`src/rtl/dsp_pkg.sv`:
```
// constants for the display channel serial port
//
// Notes on behaviour
// - port select 1: vertical sync clocks the shifter, data driven out on SDA
// - port select 0: SCL and SDA pass through to the I2C engine
// - SCL falling then low for 16 clocks raises the clock-low event
// - each sync rise shifts one bit: eight data MSB first, then a ninth
// - after the ninth bit the latch byte loads and buffer-empty is raised
// - port select 0 freezes the shifter and holds its output high
// - ninth bit is 1 when ninth select, bit 4 of second control, is set
// - the shift register clears to zero on every reset
// - the latch buffer has no reset; stale content goes out unwritten
// - bit counter resets to 0, then cycles 1 to 9 per sync clock
// - first bit is presented unclocked, so first nine clocks are invalid
// - a byte written after reset loads at clock 10 and shows from clock 10
// - byte start: load latch, send bit 7, count 1; flag on sync fall
// - slave address matches upper seven bits of either own-address register
// - writing 1 to clear bit 2 drops the buffer-empty flag
// - writing 1 to clear bit 0 drops the clock-low flag
`default_nettype none
package dsp_pkg;
	// ****************************************
	// register indices, byte address is four times the index
	// ****************************************
	localparam logic [9:0] IDX_FIRST_CONTROL_REGISTER    = 10'h010;
	localparam logic [9:0] IDX_SECOND_CONTROL_REGISTER    = 10'h011;
	localparam logic [9:0] IDX_LATCH    = 10'h012;
	localparam logic [9:0] IDX_FLAGS    = 10'h013;
	localparam logic [9:0] IDX_CLEAR    = 10'h014;
	localparam logic [9:0] IDX_I2C_CTL  = 10'h0d8;
	localparam logic [9:0] IDX_I2C_STAT = 10'h0d9;
	localparam logic [9:0] IDX_I2C_DAT  = 10'h0da;
	localparam logic [9:0] IDX_I2C_ADRA = 10'h0db;
	localparam logic [9:0] IDX_I2C_ADRB = 10'h0dc;
	// ****************************************
	// field positions and reset values
	// ****************************************
	localparam int         PORT_SEL_BIT  = 3;
	localparam int         NINTH_SEL_BIT = 4;
	localparam int         FLG_CLK_LOW   = 0;
	localparam int         FLG_BUF_EMPTY = 2;
	localparam logic [7:0] REG_RST       = 8'h00;
	localparam logic [7:0] SHIFT_RST     = 8'h00;
	localparam logic [7:0] STAT_IDLE     = 8'hf8;
	localparam logic [3:0] CNT_RST       = 4'h0;
	localparam logic [3:0] CNT_FIRST     = 4'h1;
	localparam logic [3:0] CNT_LAST      = 4'h9;
	localparam logic [1:0] RESP_OKAY     = 2'h0;
	localparam logic [1:0] RESP_SLVERR   = 2'h2;
	// ****************************************
	// timing: clock-low time in oscillator periods, one period per clock
	// ****************************************
	localparam int         CLK_LOW_PERIODS = 16;
	localparam int         CLK_LOW_CYCLES  = CLK_LOW_PERIODS * 1;
	localparam logic [4:0] LOW_LAST        = 5'(CLK_LOW_CYCLES - 1);
	localparam logic [4:0] LOW_NEED        = 5'(CLK_LOW_CYCLES);
endpackage
`default_nettype wire

```
`src/rtl/dsp_serial_port.sv`:
```
// display channel serial port: sync-clocked transmitter, i2c pin routing, registers
//
// Design decision made here: the AXI4-Lite slave port.
`timescale 1ns/1ps
`default_nettype none
module dsp_serial_port import dsp_pkg::*; (
	// clock and reset
	input  wire logic        i_mclk,
	input  wire logic        i_rstn,
	// axi4-lite write
	input  wire logic [11:0] i_awaddr,
	input  wire logic        i_awvalid,
	output var  logic        o_awready,
	input  wire logic [31:0] i_wdata,
	input  wire logic [3:0]  i_wstrb,
	input  wire logic        i_wvalid,
	output var  logic        o_wready,
	output var  logic [1:0]  o_bresp,
	output var  logic        o_bvalid,
	input  wire logic        i_bready,
	// axi4-lite read
	input  wire logic [11:0] i_araddr,
	input  wire logic        i_arvalid,
	output var  logic        o_arready,
	output var  logic [31:0] o_rdata,
	output var  logic [1:0]  o_rresp,
	output var  logic        o_rvalid,
	input  wire logic        i_rready,
	// pins
	input  wire logic        i_vsync,
	input  wire logic        i_scl_in,
	output var  logic        o_scl_out,
	output var  logic        o_scl_oe,
	input  wire logic        i_sda_in,
	output var  logic        o_sda_out,
	output var  logic        o_sda_oe,
	// i2c engine side
	input  wire logic        i_eng_scl_out,
	input  wire logic        i_eng_scl_oe,
	input  wire logic        i_eng_sda_out,
	input  wire logic        i_eng_sda_oe,
	output var  logic        o_eng_scl_in,
	output var  logic        o_eng_sda_in,
	input  wire logic        i_eng_slave_mode,
	input  wire logic [6:0]  i_eng_rx_addr,
	output var  logic        o_eng_addr_match
);
	// ****************************************
	// declarations
	// ****************************************
	logic       vs_level;
	logic       vs_rise;
	logic       vs_fall;
	logic       scl_level;
	logic       scl_fall;
	logic       sda_level;
	logic       clk_low_set;
	logic       be_set;
	logic       aw_have_q;
	logic       w_have_q;
	logic [9:0] aw_idx_q;
	logic [7:0] wdata_q;
	logic       wstrb0_q;
	logic       awready_q;
	logic       wready_q;
	logic       bvalid_q;
	logic [1:0] bresp_q;
	logic       arready_q;
	logic       rvalid_q;
	logic [31:0] rdata_q;
	logic [1:0] rresp_q;
	logic       wr_fire;
	logic       wr_en;
	logic       wr_hit;
	logic       rd_hit;
	logic [7:0] rd_val;
	logic [7:0] clr_vec;
	logic [7:0] first_control_register_q;
	logic [7:0] second_control_register_q;
	logic [7:0] latch_q;
	logic [7:0] i2c_ctl_q;
	logic [7:0] i2c_dat_q;
	logic [7:0] adr_a_q;
	logic [7:0] adr_b_q;
	logic       clk_low_flag_q;
	logic       buf_empty_flag_q;
	logic [7:0] shift_q;
	logic [3:0] cnt_q;
	logic       load_pend_q;
	logic       sel;
	logic       ninth;
	logic       tx_bit;
	logic       sda_out_q;
	logic       sda_oe_q;
	logic       scl_out_q;
	logic       scl_oe_q;
	logic       eng_scl_in_q;
	logic       eng_sda_in_q;
	logic       match_q;

	// ****************************************
	// pin synchronisers and scl low detector
	// ****************************************
	dsp_sync3 #(.RST_LVL(1'b0)) u_vs_sync (
		.i_mclk  (i_mclk),
		.i_rstn  (i_rstn),
		.i_async (i_vsync),
		.o_level (vs_level),
		.o_rise  (vs_rise),
		.o_fall  (vs_fall)
	);

	dsp_sync3 #(.RST_LVL(1'b1)) u_scl_sync (
		.i_mclk  (i_mclk),
		.i_rstn  (i_rstn),
		.i_async (i_scl_in),
		.o_level (scl_level),
		.o_rise  (),
		.o_fall  (scl_fall)
	);

	dsp_sync3 #(.RST_LVL(1'b1)) u_sda_sync (
		.i_mclk  (i_mclk),
		.i_rstn  (i_rstn),
		.i_async (i_sda_in),
		.o_level (sda_level),
		.o_rise  (),
		.o_fall  ()
	);

	dsp_low_detect u_low (
		.i_mclk  (i_mclk),
		.i_rstn  (i_rstn),
		.i_fall  (scl_fall),
		.i_level (scl_level),
		.o_event (clk_low_set)
	);

	// ****************************************
	// axi4-lite write channels
	// ****************************************
	assign wr_fire = aw_have_q && w_have_q && !bvalid_q;
	assign wr_en   = wr_fire && wstrb0_q;

	always_ff @(posedge i_mclk) begin
		if (!i_rstn) begin
			aw_have_q <= 1'b0;
			w_have_q  <= 1'b0;
			aw_idx_q  <= 10'h000;
			wdata_q   <= REG_RST;
			wstrb0_q  <= 1'b0;
			awready_q <= 1'b1;
			wready_q  <= 1'b1;
			bvalid_q  <= 1'b0;
			bresp_q   <= RESP_OKAY;
		end else begin
			if (i_awvalid && awready_q) begin
				aw_have_q <= 1'b1;
				awready_q <= 1'b0;
				aw_idx_q  <= i_awaddr[11:2];
			end
			if (i_wvalid && wready_q) begin
				w_have_q <= 1'b1;
				wready_q <= 1'b0;
				wdata_q  <= i_wdata[7:0];
				wstrb0_q <= i_wstrb[0];
			end
			if (wr_fire) begin
				aw_have_q <= 1'b0;
				w_have_q  <= 1'b0;
				bvalid_q  <= 1'b1;
				bresp_q   <= wr_hit ? RESP_OKAY : RESP_SLVERR;
			end
			if (bvalid_q && i_bready) begin
				bvalid_q  <= 1'b0;
				awready_q <= 1'b1;
				wready_q  <= 1'b1;
			end
		end
	end

	always_comb begin
		case (aw_idx_q)
			IDX_FIRST_CONTROL_REGISTER, IDX_SECOND_CONTROL_REGISTER, IDX_LATCH, IDX_FLAGS, IDX_CLEAR,
			IDX_I2C_CTL, IDX_I2C_STAT, IDX_I2C_DAT, IDX_I2C_ADRA, IDX_I2C_ADRB: begin
				wr_hit = 1'b1;
			end
			default: begin
				wr_hit = 1'b0;
			end
		endcase
	end

	assign clr_vec = (wr_en && aw_idx_q == IDX_CLEAR) ? wdata_q : 8'h00;

	// ****************************************
	// software registers
	// ****************************************
	always_ff @(posedge i_mclk) begin
		if (!i_rstn) begin
			first_control_register_q   <= REG_RST;
			second_control_register_q   <= REG_RST;
			i2c_ctl_q <= REG_RST;
			i2c_dat_q <= REG_RST;
			adr_a_q   <= REG_RST;
			adr_b_q   <= REG_RST;
		end else if (wr_en) begin
			case (aw_idx_q)
				IDX_FIRST_CONTROL_REGISTER: begin
					first_control_register_q <= wdata_q;
				end
				IDX_SECOND_CONTROL_REGISTER: begin
					second_control_register_q <= wdata_q;
				end
				IDX_I2C_CTL: begin
					i2c_ctl_q <= wdata_q;
				end
				IDX_I2C_DAT: begin
					i2c_dat_q <= wdata_q;
				end
				IDX_I2C_ADRA: begin
					adr_a_q <= wdata_q;
				end
				IDX_I2C_ADRB: begin
					adr_b_q <= wdata_q;
				end
				default: begin
					first_control_register_q <= first_control_register_q;
				end
			endcase
		end
	end

	// latch buffer keeps power-up content until written
	always_ff @(posedge i_mclk) begin
		if (wr_en && aw_idx_q == IDX_LATCH) begin
			latch_q <= wdata_q;
		end
	end

	// ****************************************
	// event flags, set wins over clear
	// ****************************************
	always_ff @(posedge i_mclk) begin
		if (!i_rstn) begin
			clk_low_flag_q   <= 1'b0;
			buf_empty_flag_q <= 1'b0;
		end else begin
			clk_low_flag_q   <= clk_low_set || (clk_low_flag_q && !clr_vec[FLG_CLK_LOW]);
			buf_empty_flag_q <= be_set || (buf_empty_flag_q && !clr_vec[FLG_BUF_EMPTY]);
		end
	end

	// ****************************************
	// axi4-lite read channel
	// ****************************************
	always_comb begin
		rd_hit = 1'b1;
		rd_val = 8'h00;
		case (i_araddr[11:2])
			IDX_FIRST_CONTROL_REGISTER:    rd_val = first_control_register_q;
			IDX_SECOND_CONTROL_REGISTER:    rd_val = second_control_register_q;
			IDX_LATCH:    rd_val = latch_q;
			IDX_FLAGS:    rd_val = {5'h00, buf_empty_flag_q, 1'b0, clk_low_flag_q};
			IDX_CLEAR:    rd_val = 8'h00;
			IDX_I2C_CTL:  rd_val = i2c_ctl_q;
			IDX_I2C_STAT: rd_val = STAT_IDLE;
			IDX_I2C_DAT:  rd_val = i2c_dat_q;
			IDX_I2C_ADRA: rd_val = adr_a_q;
			IDX_I2C_ADRB: rd_val = adr_b_q;
			default:      rd_hit = 1'b0;
		endcase
	end

	always_ff @(posedge i_mclk) begin
		if (!i_rstn) begin
			arready_q <= 1'b1;
			rvalid_q  <= 1'b0;
			rdata_q   <= 32'h0000_0000;
			rresp_q   <= RESP_OKAY;
		end else begin
			if (i_arvalid && arready_q) begin
				arready_q <= 1'b0;
				rvalid_q  <= 1'b1;
				rdata_q   <= {24'h00_0000, rd_val};
				rresp_q   <= rd_hit ? RESP_OKAY : RESP_SLVERR;
			end
			if (rvalid_q && i_rready) begin
				rvalid_q  <= 1'b0;
				arready_q <= 1'b1;
			end
		end
	end

	// ****************************************
	// sync-clocked transmitter
	// ****************************************
	assign sel   = first_control_register_q[PORT_SEL_BIT];
	assign ninth = second_control_register_q[NINTH_SEL_BIT];

	always_ff @(posedge i_mclk) begin
		if (!i_rstn) begin
			shift_q     <= SHIFT_RST;
			cnt_q       <= CNT_RST;
			load_pend_q <= 1'b0;
		end else if (sel && vs_rise) begin
			if (cnt_q == CNT_LAST) begin
				shift_q     <= latch_q;
				cnt_q       <= CNT_FIRST;
				load_pend_q <= 1'b1;
			end else begin
				shift_q <= {shift_q[6:0], 1'b1};
				cnt_q   <= cnt_q + 4'h1;
			end
		end else if (vs_fall) begin
			load_pend_q <= 1'b0;
		end
	end

	assign be_set = load_pend_q && vs_fall;
	assign tx_bit = !sel ? 1'b1 : (cnt_q == CNT_LAST) ? ninth : shift_q[7];

	// ****************************************
	// pin routing
	// ****************************************
	always_ff @(posedge i_mclk) begin
		if (!i_rstn) begin
			sda_out_q    <= 1'b1;
			sda_oe_q     <= 1'b0;
			scl_out_q    <= 1'b1;
			scl_oe_q     <= 1'b0;
			eng_scl_in_q <= 1'b1;
			eng_sda_in_q <= 1'b1;
		end else if (sel) begin
			sda_out_q    <= tx_bit;
			sda_oe_q     <= 1'b1;
			scl_out_q    <= 1'b1;
			scl_oe_q     <= 1'b0;
			eng_scl_in_q <= 1'b1;
			eng_sda_in_q <= 1'b1;
		end else begin
			sda_out_q    <= i_eng_sda_out;
			sda_oe_q     <= i_eng_sda_oe;
			scl_out_q    <= i_eng_scl_out;
			scl_oe_q     <= i_eng_scl_oe;
			eng_scl_in_q <= scl_level;
			eng_sda_in_q <= sda_level;
		end
	end

	always_ff @(posedge i_mclk) begin
		if (!i_rstn) begin
			match_q <= 1'b0;
		end else begin
			match_q <= i_eng_slave_mode && ((i_eng_rx_addr == adr_a_q[7:1]) ||
				(i_eng_rx_addr == adr_b_q[7:1]));
		end
	end

	assign o_awready        = awready_q;
	assign o_wready         = wready_q;
	assign o_bvalid         = bvalid_q;
	assign o_bresp          = bresp_q;
	assign o_arready        = arready_q;
	assign o_rvalid         = rvalid_q;
	assign o_rdata          = rdata_q;
	assign o_rresp          = rresp_q;
	assign o_sda_out        = sda_out_q;
	assign o_sda_oe         = sda_oe_q;
	assign o_scl_out        = scl_out_q;
	assign o_scl_oe         = scl_oe_q;
	assign o_eng_scl_in     = eng_scl_in_q;
	assign o_eng_sda_in     = eng_sda_in_q;
	assign o_eng_addr_match = match_q;

	// ****************************************
	// checks
	// ****************************************
	chk_ddc_drive: assert property (@(posedge i_mclk) disable iff (!i_rstn)
		sel && vs_level |=> o_sda_oe && !o_scl_oe)
		else $error("transmit mode does not drive sda");

	chk_i2c_route: assert property (@(posedge i_mclk) disable iff (!i_rstn)
		!sel |=> o_sda_out == $past(i_eng_sda_out) && o_scl_oe == $past(i_eng_scl_oe))
		else $error("i2c pins not routed to engine");

	chk_tx_freeze: assert property (@(posedge i_mclk) disable iff (!i_rstn)
		!sel |=> $stable(shift_q) && $stable(cnt_q))
		else $error("shifter moved while port disabled");

	chk_ninth_bit: assert property (@(posedge i_mclk) disable iff (!i_rstn)
		sel && cnt_q == CNT_LAST |=> o_sda_out == $past(ninth))
		else $error("ninth bit wrong");

	chk_shift_reset: assert property (@(posedge i_mclk)
		!i_rstn |=> shift_q == SHIFT_RST && cnt_q == CNT_RST)
		else $error("shifter not cleared by reset");

	chk_cnt_range: assert property (@(posedge i_mclk) disable iff (!i_rstn)
		cnt_q <= CNT_LAST)
		else $error("bit counter beyond nine");

	chk_byte_load: assert property (@(posedge i_mclk) disable iff (!i_rstn)
		sel && vs_rise && cnt_q == CNT_LAST |=> cnt_q == CNT_FIRST && shift_q == $past(latch_q))
		else $error("latch not loaded after ninth bit");

	chk_irq_fall: assert property (@(posedge i_mclk) disable iff (!i_rstn)
		load_pend_q && vs_fall |=> buf_empty_flag_q)
		else $error("buffer-empty flag not raised on sync fall");

	chk_be_clear: assert property (@(posedge i_mclk) disable iff (!i_rstn)
		clr_vec[FLG_BUF_EMPTY] && !be_set |=> !buf_empty_flag_q)
		else $error("buffer-empty flag not cleared");

	chk_cl_clear: assert property (@(posedge i_mclk) disable iff (!i_rstn)
		clr_vec[FLG_CLK_LOW] && !clk_low_set |=> !clk_low_flag_q)
		else $error("clock-low flag not cleared");

	chk_addr_master: assert property (@(posedge i_mclk) disable iff (!i_rstn)
		!i_eng_slave_mode |=> !o_eng_addr_match)
		else $error("address match outside slave mode");
endmodule
`default_nettype wire

```
`src/rtl/dsp_sync3.sv`:
```
// three-stage synchroniser with agreement filter and edge pulses
`timescale 1ns/1ps
`default_nettype none
module dsp_sync3 import dsp_pkg::*; #(
	parameter logic RST_LVL = 1'b0
) (
	// clock and reset
	input  wire logic i_mclk,
	input  wire logic i_rstn,
	// pin side
	input  wire logic i_async,
	// synchronised side
	output var  logic o_level,
	output var  logic o_rise,
	output var  logic o_fall
);
	logic s1_q;
	logic s2_q;
	logic s3_q;
	logic level_q;
	logic agree;

	always_ff @(posedge i_mclk) begin
		if (!i_rstn) begin
			s1_q    <= RST_LVL;
			s2_q    <= RST_LVL;
			s3_q    <= RST_LVL;
			level_q <= RST_LVL;
		end else begin
			s1_q <= i_async;
			s2_q <= s1_q;
			s3_q <= s2_q;
			if (agree) begin
				level_q <= s3_q;
			end
		end
	end

	assign agree   = (s2_q == s3_q);
	assign o_level = level_q;
	assign o_rise  = agree && s3_q && !level_q;
	assign o_fall  = agree && !s3_q && level_q;
endmodule
`default_nettype wire

```
`src/rtl/dsp_low_detect.sv`:
```
// scl held-low detector
`timescale 1ns/1ps
`default_nettype none
module dsp_low_detect import dsp_pkg::*; (
	// clock and reset
	input  wire logic i_mclk,
	input  wire logic i_rstn,
	// synchronised scl
	input  wire logic i_fall,
	input  wire logic i_level,
	// one-cycle event
	output var  logic o_event
);
	logic       run_q;
	logic [4:0] cnt_q;
	logic       event_q;
	logic [4:0] low_run_q;

	always_ff @(posedge i_mclk) begin
		if (!i_rstn) begin
			run_q   <= 1'b0;
			cnt_q   <= 5'h00;
			event_q <= 1'b0;
		end else begin
			event_q <= run_q && !i_level && (cnt_q == LOW_LAST);
			if (i_fall) begin
				run_q <= 1'b1;
				cnt_q <= 5'h00;
			end else if (run_q && !i_level && cnt_q != LOW_LAST) begin
				cnt_q <= cnt_q + 5'h01;
			end else begin
				run_q <= 1'b0;
			end
		end
	end

	// consecutive low samples, for checking only
	always_ff @(posedge i_mclk) begin
		if (!i_rstn) begin
			low_run_q <= 5'h00;
		end else if (i_level) begin
			low_run_q <= 5'h00;
		end else if (low_run_q != 5'h1f) begin
			low_run_q <= low_run_q + 5'h01;
		end
	end

	assign o_event = event_q;

	chk_low_event_time: assert property (@(posedge i_mclk) disable iff (!i_rstn)
		o_event |-> low_run_q >= LOW_NEED)
		else $error("clock-low event before scl was low long enough");
endmodule
`default_nettype wire

```
`config.mk`:
```
export PLATFORM = sky130hd
export DESIGN_NAME = dsp_serial_port
export DESIGN_NICKNAME = d
export VERILOG_FILES = /design/src/rtl/dsp_pkg.sv /design/src/rtl/dsp_serial_port.sv /design/src/rtl/dsp_sync3.sv /design/src/rtl/dsp_low_detect.sv
export SDC_FILE = /design/constraint.sdc
export NUM_CORES = 1
export LEC_CHECK = 0
export ABC_AREA = 0
export BUFFER_PORTS_ARGS = -buffer_cell sky130_fd_sc_hd__buf_2
export CAP_MARGIN = 40
export CORE_ASPECT_RATIO = 1.75
export CORE_MARGIN = 2
export CORE_UTILIZATION = 56
export CTS_BUF_LIST = sky130_fd_sc_hd__clkbuf_4
export CTS_CLUSTER_DIAMETER = 200
export CTS_CLUSTER_SIZE = 25
export DETAILED_ROUTE_END_ITERATION = 6
export PLACE_DENSITY = 0.9
export SYNTH_ARGS = -nofsm -noshare
export SYNTH_HDL_FRONTEND = slang
export SYNTH_SLANG_ARGS = --single-unit
```
`constraint.sdc`:
```
create_clock -name i_mclk -period 2.8 [get_ports i_mclk]
set_clock_uncertainty 0.2 [all_clocks]
set_input_delay 0.42 -clock i_mclk [delete_from_list [all_inputs] [get_ports i_mclk]]
set_output_delay 0.42 -clock i_mclk [all_outputs]
set_load 0.01 [all_outputs]
```
==> flow_summary_export.csv <==
group,metric,value,unit
run_status,status,"finished clean",
clock_network,tritoncts_clock_tree,"done",
logic_synthesis,syn-mean-instance-area,9.25,µm²
min_path,holdPathStages,4,
clock_network,clock_tree.htree_level_count,4,
worst_setup_path,cp.arrival,2.66,ns
worst_setup_path,timing.critical_path.to_type,"register",
global_route,grt_first_pass_wirelength,24300,µm
global_route,grt.overflow.total,0,
logic_synthesis,post_synth_edffs,8,
logic_synthesis,main_synth_ff_type,"dfxtp_1",
placed_design,gp_congestion,0.960,
worst_setup_path,cp-startpoint,"o_bvalid",
clock_network,number_of_clock_sinks,133,
sta,final-max-slew-violation-count,0,
worst_setup_path,timing.critical_path.max_delay_family,"simple AND/OR/NAND/NOR gates",
worst_setup_path,critPathSlowestCell,"nand4b_1",
global_route,number_of_antenna_violations_at_the_first_check_in_global_routing,1,
placed_design,numPortBuffers,72,
routing,wl_per_instance,17.0,µm
worst_setup_path,timing.reg2reg.setup_slack,0.31,ns
worst_setup_path,cp-start-kind,"register",
routing,routed_wire_length,15200,µm
final_layout,fin_util,0.671,
flow_run,cap_violations,0,
worst_setup_path,crit_path_cell_trace,"and3b_1 > and3_2 > nand4b_1 > nand3_1 > o21ai_0",
worst_setup_path,reg2reg_depth,5,
sta,finalSetupViolCount,0,
worst_setup_path,critical_path_peak_fanout,16,
clock_network,cts_resized,0,
placed_design,hpwl,10500,µm
sta,max_clock_freq,402,MHz
routing,detail_route.vias_per_cell,5.87,
logic_synthesis,yosysSeqAreaShare,0.457,
routing,drc_errors_left,0,
power_and_ir_drop,peakVddDrop,0.000381,V
die,dieHeight,141,µm
min_path,worstHoldPathType,"input pin to register",
logic_synthesis,yosys_warnings,0,
die,io-pin-count,130,
worst_setup_path,critPathRequiredTime,2.97,ns
worst_setup_path,crit_buf_inv,0,
routing,drt.antenna.violating_nets,0,
logic_synthesis,synth-seq-cells,133,
logic_synthesis,yosys.area.top_type_share,0.417,
logic_synthesis,post_synth_inst_count,649,
routing,num_vias,5252,
worst_setup_path,critPathKind,"register to register",
clock_network,cts.path.max_buffers,2,
sta,finalCritPeriodShare,0.889,
clock_network,clk_pin_slew,0.12,ns
min_path,worst_hold_startpoint,"i_arvalid",
logic_synthesis,synth-async-reset-ratio,0,
sta,timing_hold_violations_final,0,
logic_synthesis,syn-cell-area,6010,µm²
final_layout,area_growth_syn_to_layout,18.1,%
logic_synthesis,synthDistinctLibCells,66,
global_route,pin_count_of_the_biggest_net_entering_global_routing,109,
clock_network,cts-hold-fix-buffers,39,
sta,setup_repair_after_global_routing_missed_its_margin,"false",
die,floorplan.die.width,82.3,µm
final_layout,layout-drive-gt1-share,0.164,
clock_network,cts_buffers,17,
min_path,worst_hold_path.endpoint,"o_rresp[1]",
clock_network,setup_fix_bufs_post_cts,0,
power_and_ir_drop,powerDensity,533,nW/µm²
sta,period_minus_slack,2.49,ns
final_layout,finish.net_count,838,
sta,relSlewSlack,0.422,
routing,first_pass_iters,7,
die,placementRows,50,
logic_synthesis,yosysTopAreaCell,"dfxtp_1",
clock_network,cts_root_buffer,"clkbuf_4",
power_and_ir_drop,p_leak,0.00280,µW
die,fp.coreArea,10600,µm²
global_route,grt_pass1_vias,5184,
die,initial_core_util,0.568,
sta,fin_tns_setup,0,ns
global_route,groute.usage.overall,0.275,
worst_setup_path,worst_r2r_start,"o_bvalid",
die,floorplan.die_area,11600,µm²
worst_setup_path,timing.rr.end,"first_control_register_q[2]",
worst_setup_path,cp_max_stage_delay,0.61,ns
clock_network,worst_skew_pair.late_latency,0.54,ns
logic_synthesis,yosys-top-cells-area,"dfxtp_1 42%, nand2_1 5.4%, mux2i_1 5.3%",
routing,drt-initial-drc-count,371,
sta,worstMarginPinSlew,0.861,ns
## metrics by stage
step	power (µW)	setup WS, ns	hold WS [ns]	instance area (µm²)	cells
after floorplan	2190	0.844	0.186	6100	674
after global placement	2250	0.555	0.188	6360	823
after detailed placement	2270	0.427	0.202	6360	823
after CTS	3780	0.339	0.00827	7090	894
after global routing	3900	0.146	0.0689	7090	895
final	3780	0.310	0.0301	7090	895
## cells in the final DEF, fill, tap and decap left out, drive strengths merged, types with 11 or more instances in the layout
master | synthesis | final
dfxtp | 125 | 125
nand2 | 86 | 86
buf | 38 | 78
o21ai | 52 | 52
nand3 | 40 | 40
dlygate4sd3 | 0 | 39
mux2i | 32 | 32
nor2b | 30 | 30
conb | 1 | 26
a21boi | 21 | 21
nor2 | 19 | 19
clkbuf | 21 | 18
a21oi | 14 | 14
xor2 | 11 | 11
inv | 10 | 11
and2 | 11 | 11
## state kept, by name, indices dropped and copies added, names as in the netlist, 4 cells and up
register and flops:
aw_idx_q 10, cnt_q 4, wdata_q 8, shift_q 8
u_low.cnt_q 5, adr_b_q 8, first_control_register_q 8, o_rdata 8
i2c_dat_q 8, adr_a_q 8, i2c_ctl_q 8, second_control_register_q 8
latch_q 8
## how the worst max path moves through the flow
stage | end | slack [ns] | cells after the start
after floorplan | latch_q[0] | 0.84 | 4
after global placement | o_rdata[3] | 0.55 | 5
after detailed placement | first_control_register_q[2] | 0.43 | 5
after CTS | first_control_register_q[2] | 0.34 | 5
after global routing | first_control_register_q[2] | 0.15 | 5
final | first_control_register_q[2] | 0.31 | 5
## Yosys cell counts (7+ instances only)
master / count
edfxtp_1: 8
and3_1: 7
nand3_1: 39
o21ai_0: 51
and2_1: 10
nor2b_1: 30
a21boi_0: 21
nand2_1: 86
a21oi_1: 14
xor2_1: 11
inv_1: 10
buf_4: 27
nand2b_1: 10
mux2i_1: 32
clkbuf_1: 21
nor4_1: 7
xnor2_1: 8
dfxtp_1: 125
nor2_1: 19
o211a_1: 8
## power breakdown
| part | total [µW] | switching, µW | internal [µW] |
|---|---|---|---|
| sequential | 1980 | 37.8 | 1940 |
| combinational | 291 | 161 | 130 |
| clock | 1510 | 707 | 802 |
| total | 3780 | 906 | 2880 |
## final cells by class
cell class                 instances  area [µm²]
antenna                            1        2.50
clock buffer                      18         135
clock inverter                    14         208
fill                             810        3480
inverter                          10        37.5
multi-input combinational        472        3000
sequential                       133        2740
tap                              130         163
timing repair buffer             117         811
## logic make-up after synthesis
| kind of cell | after synthesis | synth area share |
|---|---|---|
| AO/OA/AOI/OAI | 140 | 0.156 |
| adder cells (fa/ha/maj) | 5 | 0.0104 |
| multiplexers | 39 | 0.0683 |
| flip-flops | 133 | 0.457 |
| XOR/XNOR | 19 | 0.0277 |
| AND/OR/NAND/NOR | 243 | 0.219 |
| other | 1 | 0.000624 |
| buffers and inverters | 69 | 0.0613 |
## worst min-delay path, delay by kind of cell
kind,cells,cell delay (ns)
buf+inv,1,0.12
simple gates,2,0.10
compound gates,1,0.11
## per-layer routing
metal,vias to the layer above,GRT usage,share of wire
met4,0,0.188,0.070
li1,2453,-,-
met2,244,0.490,0.54
met5,-,0,0
met1,2464,0.265,0.34
met3,91,0.0679,0.055
Note: power is estimated with default switching activity, not from simulation.
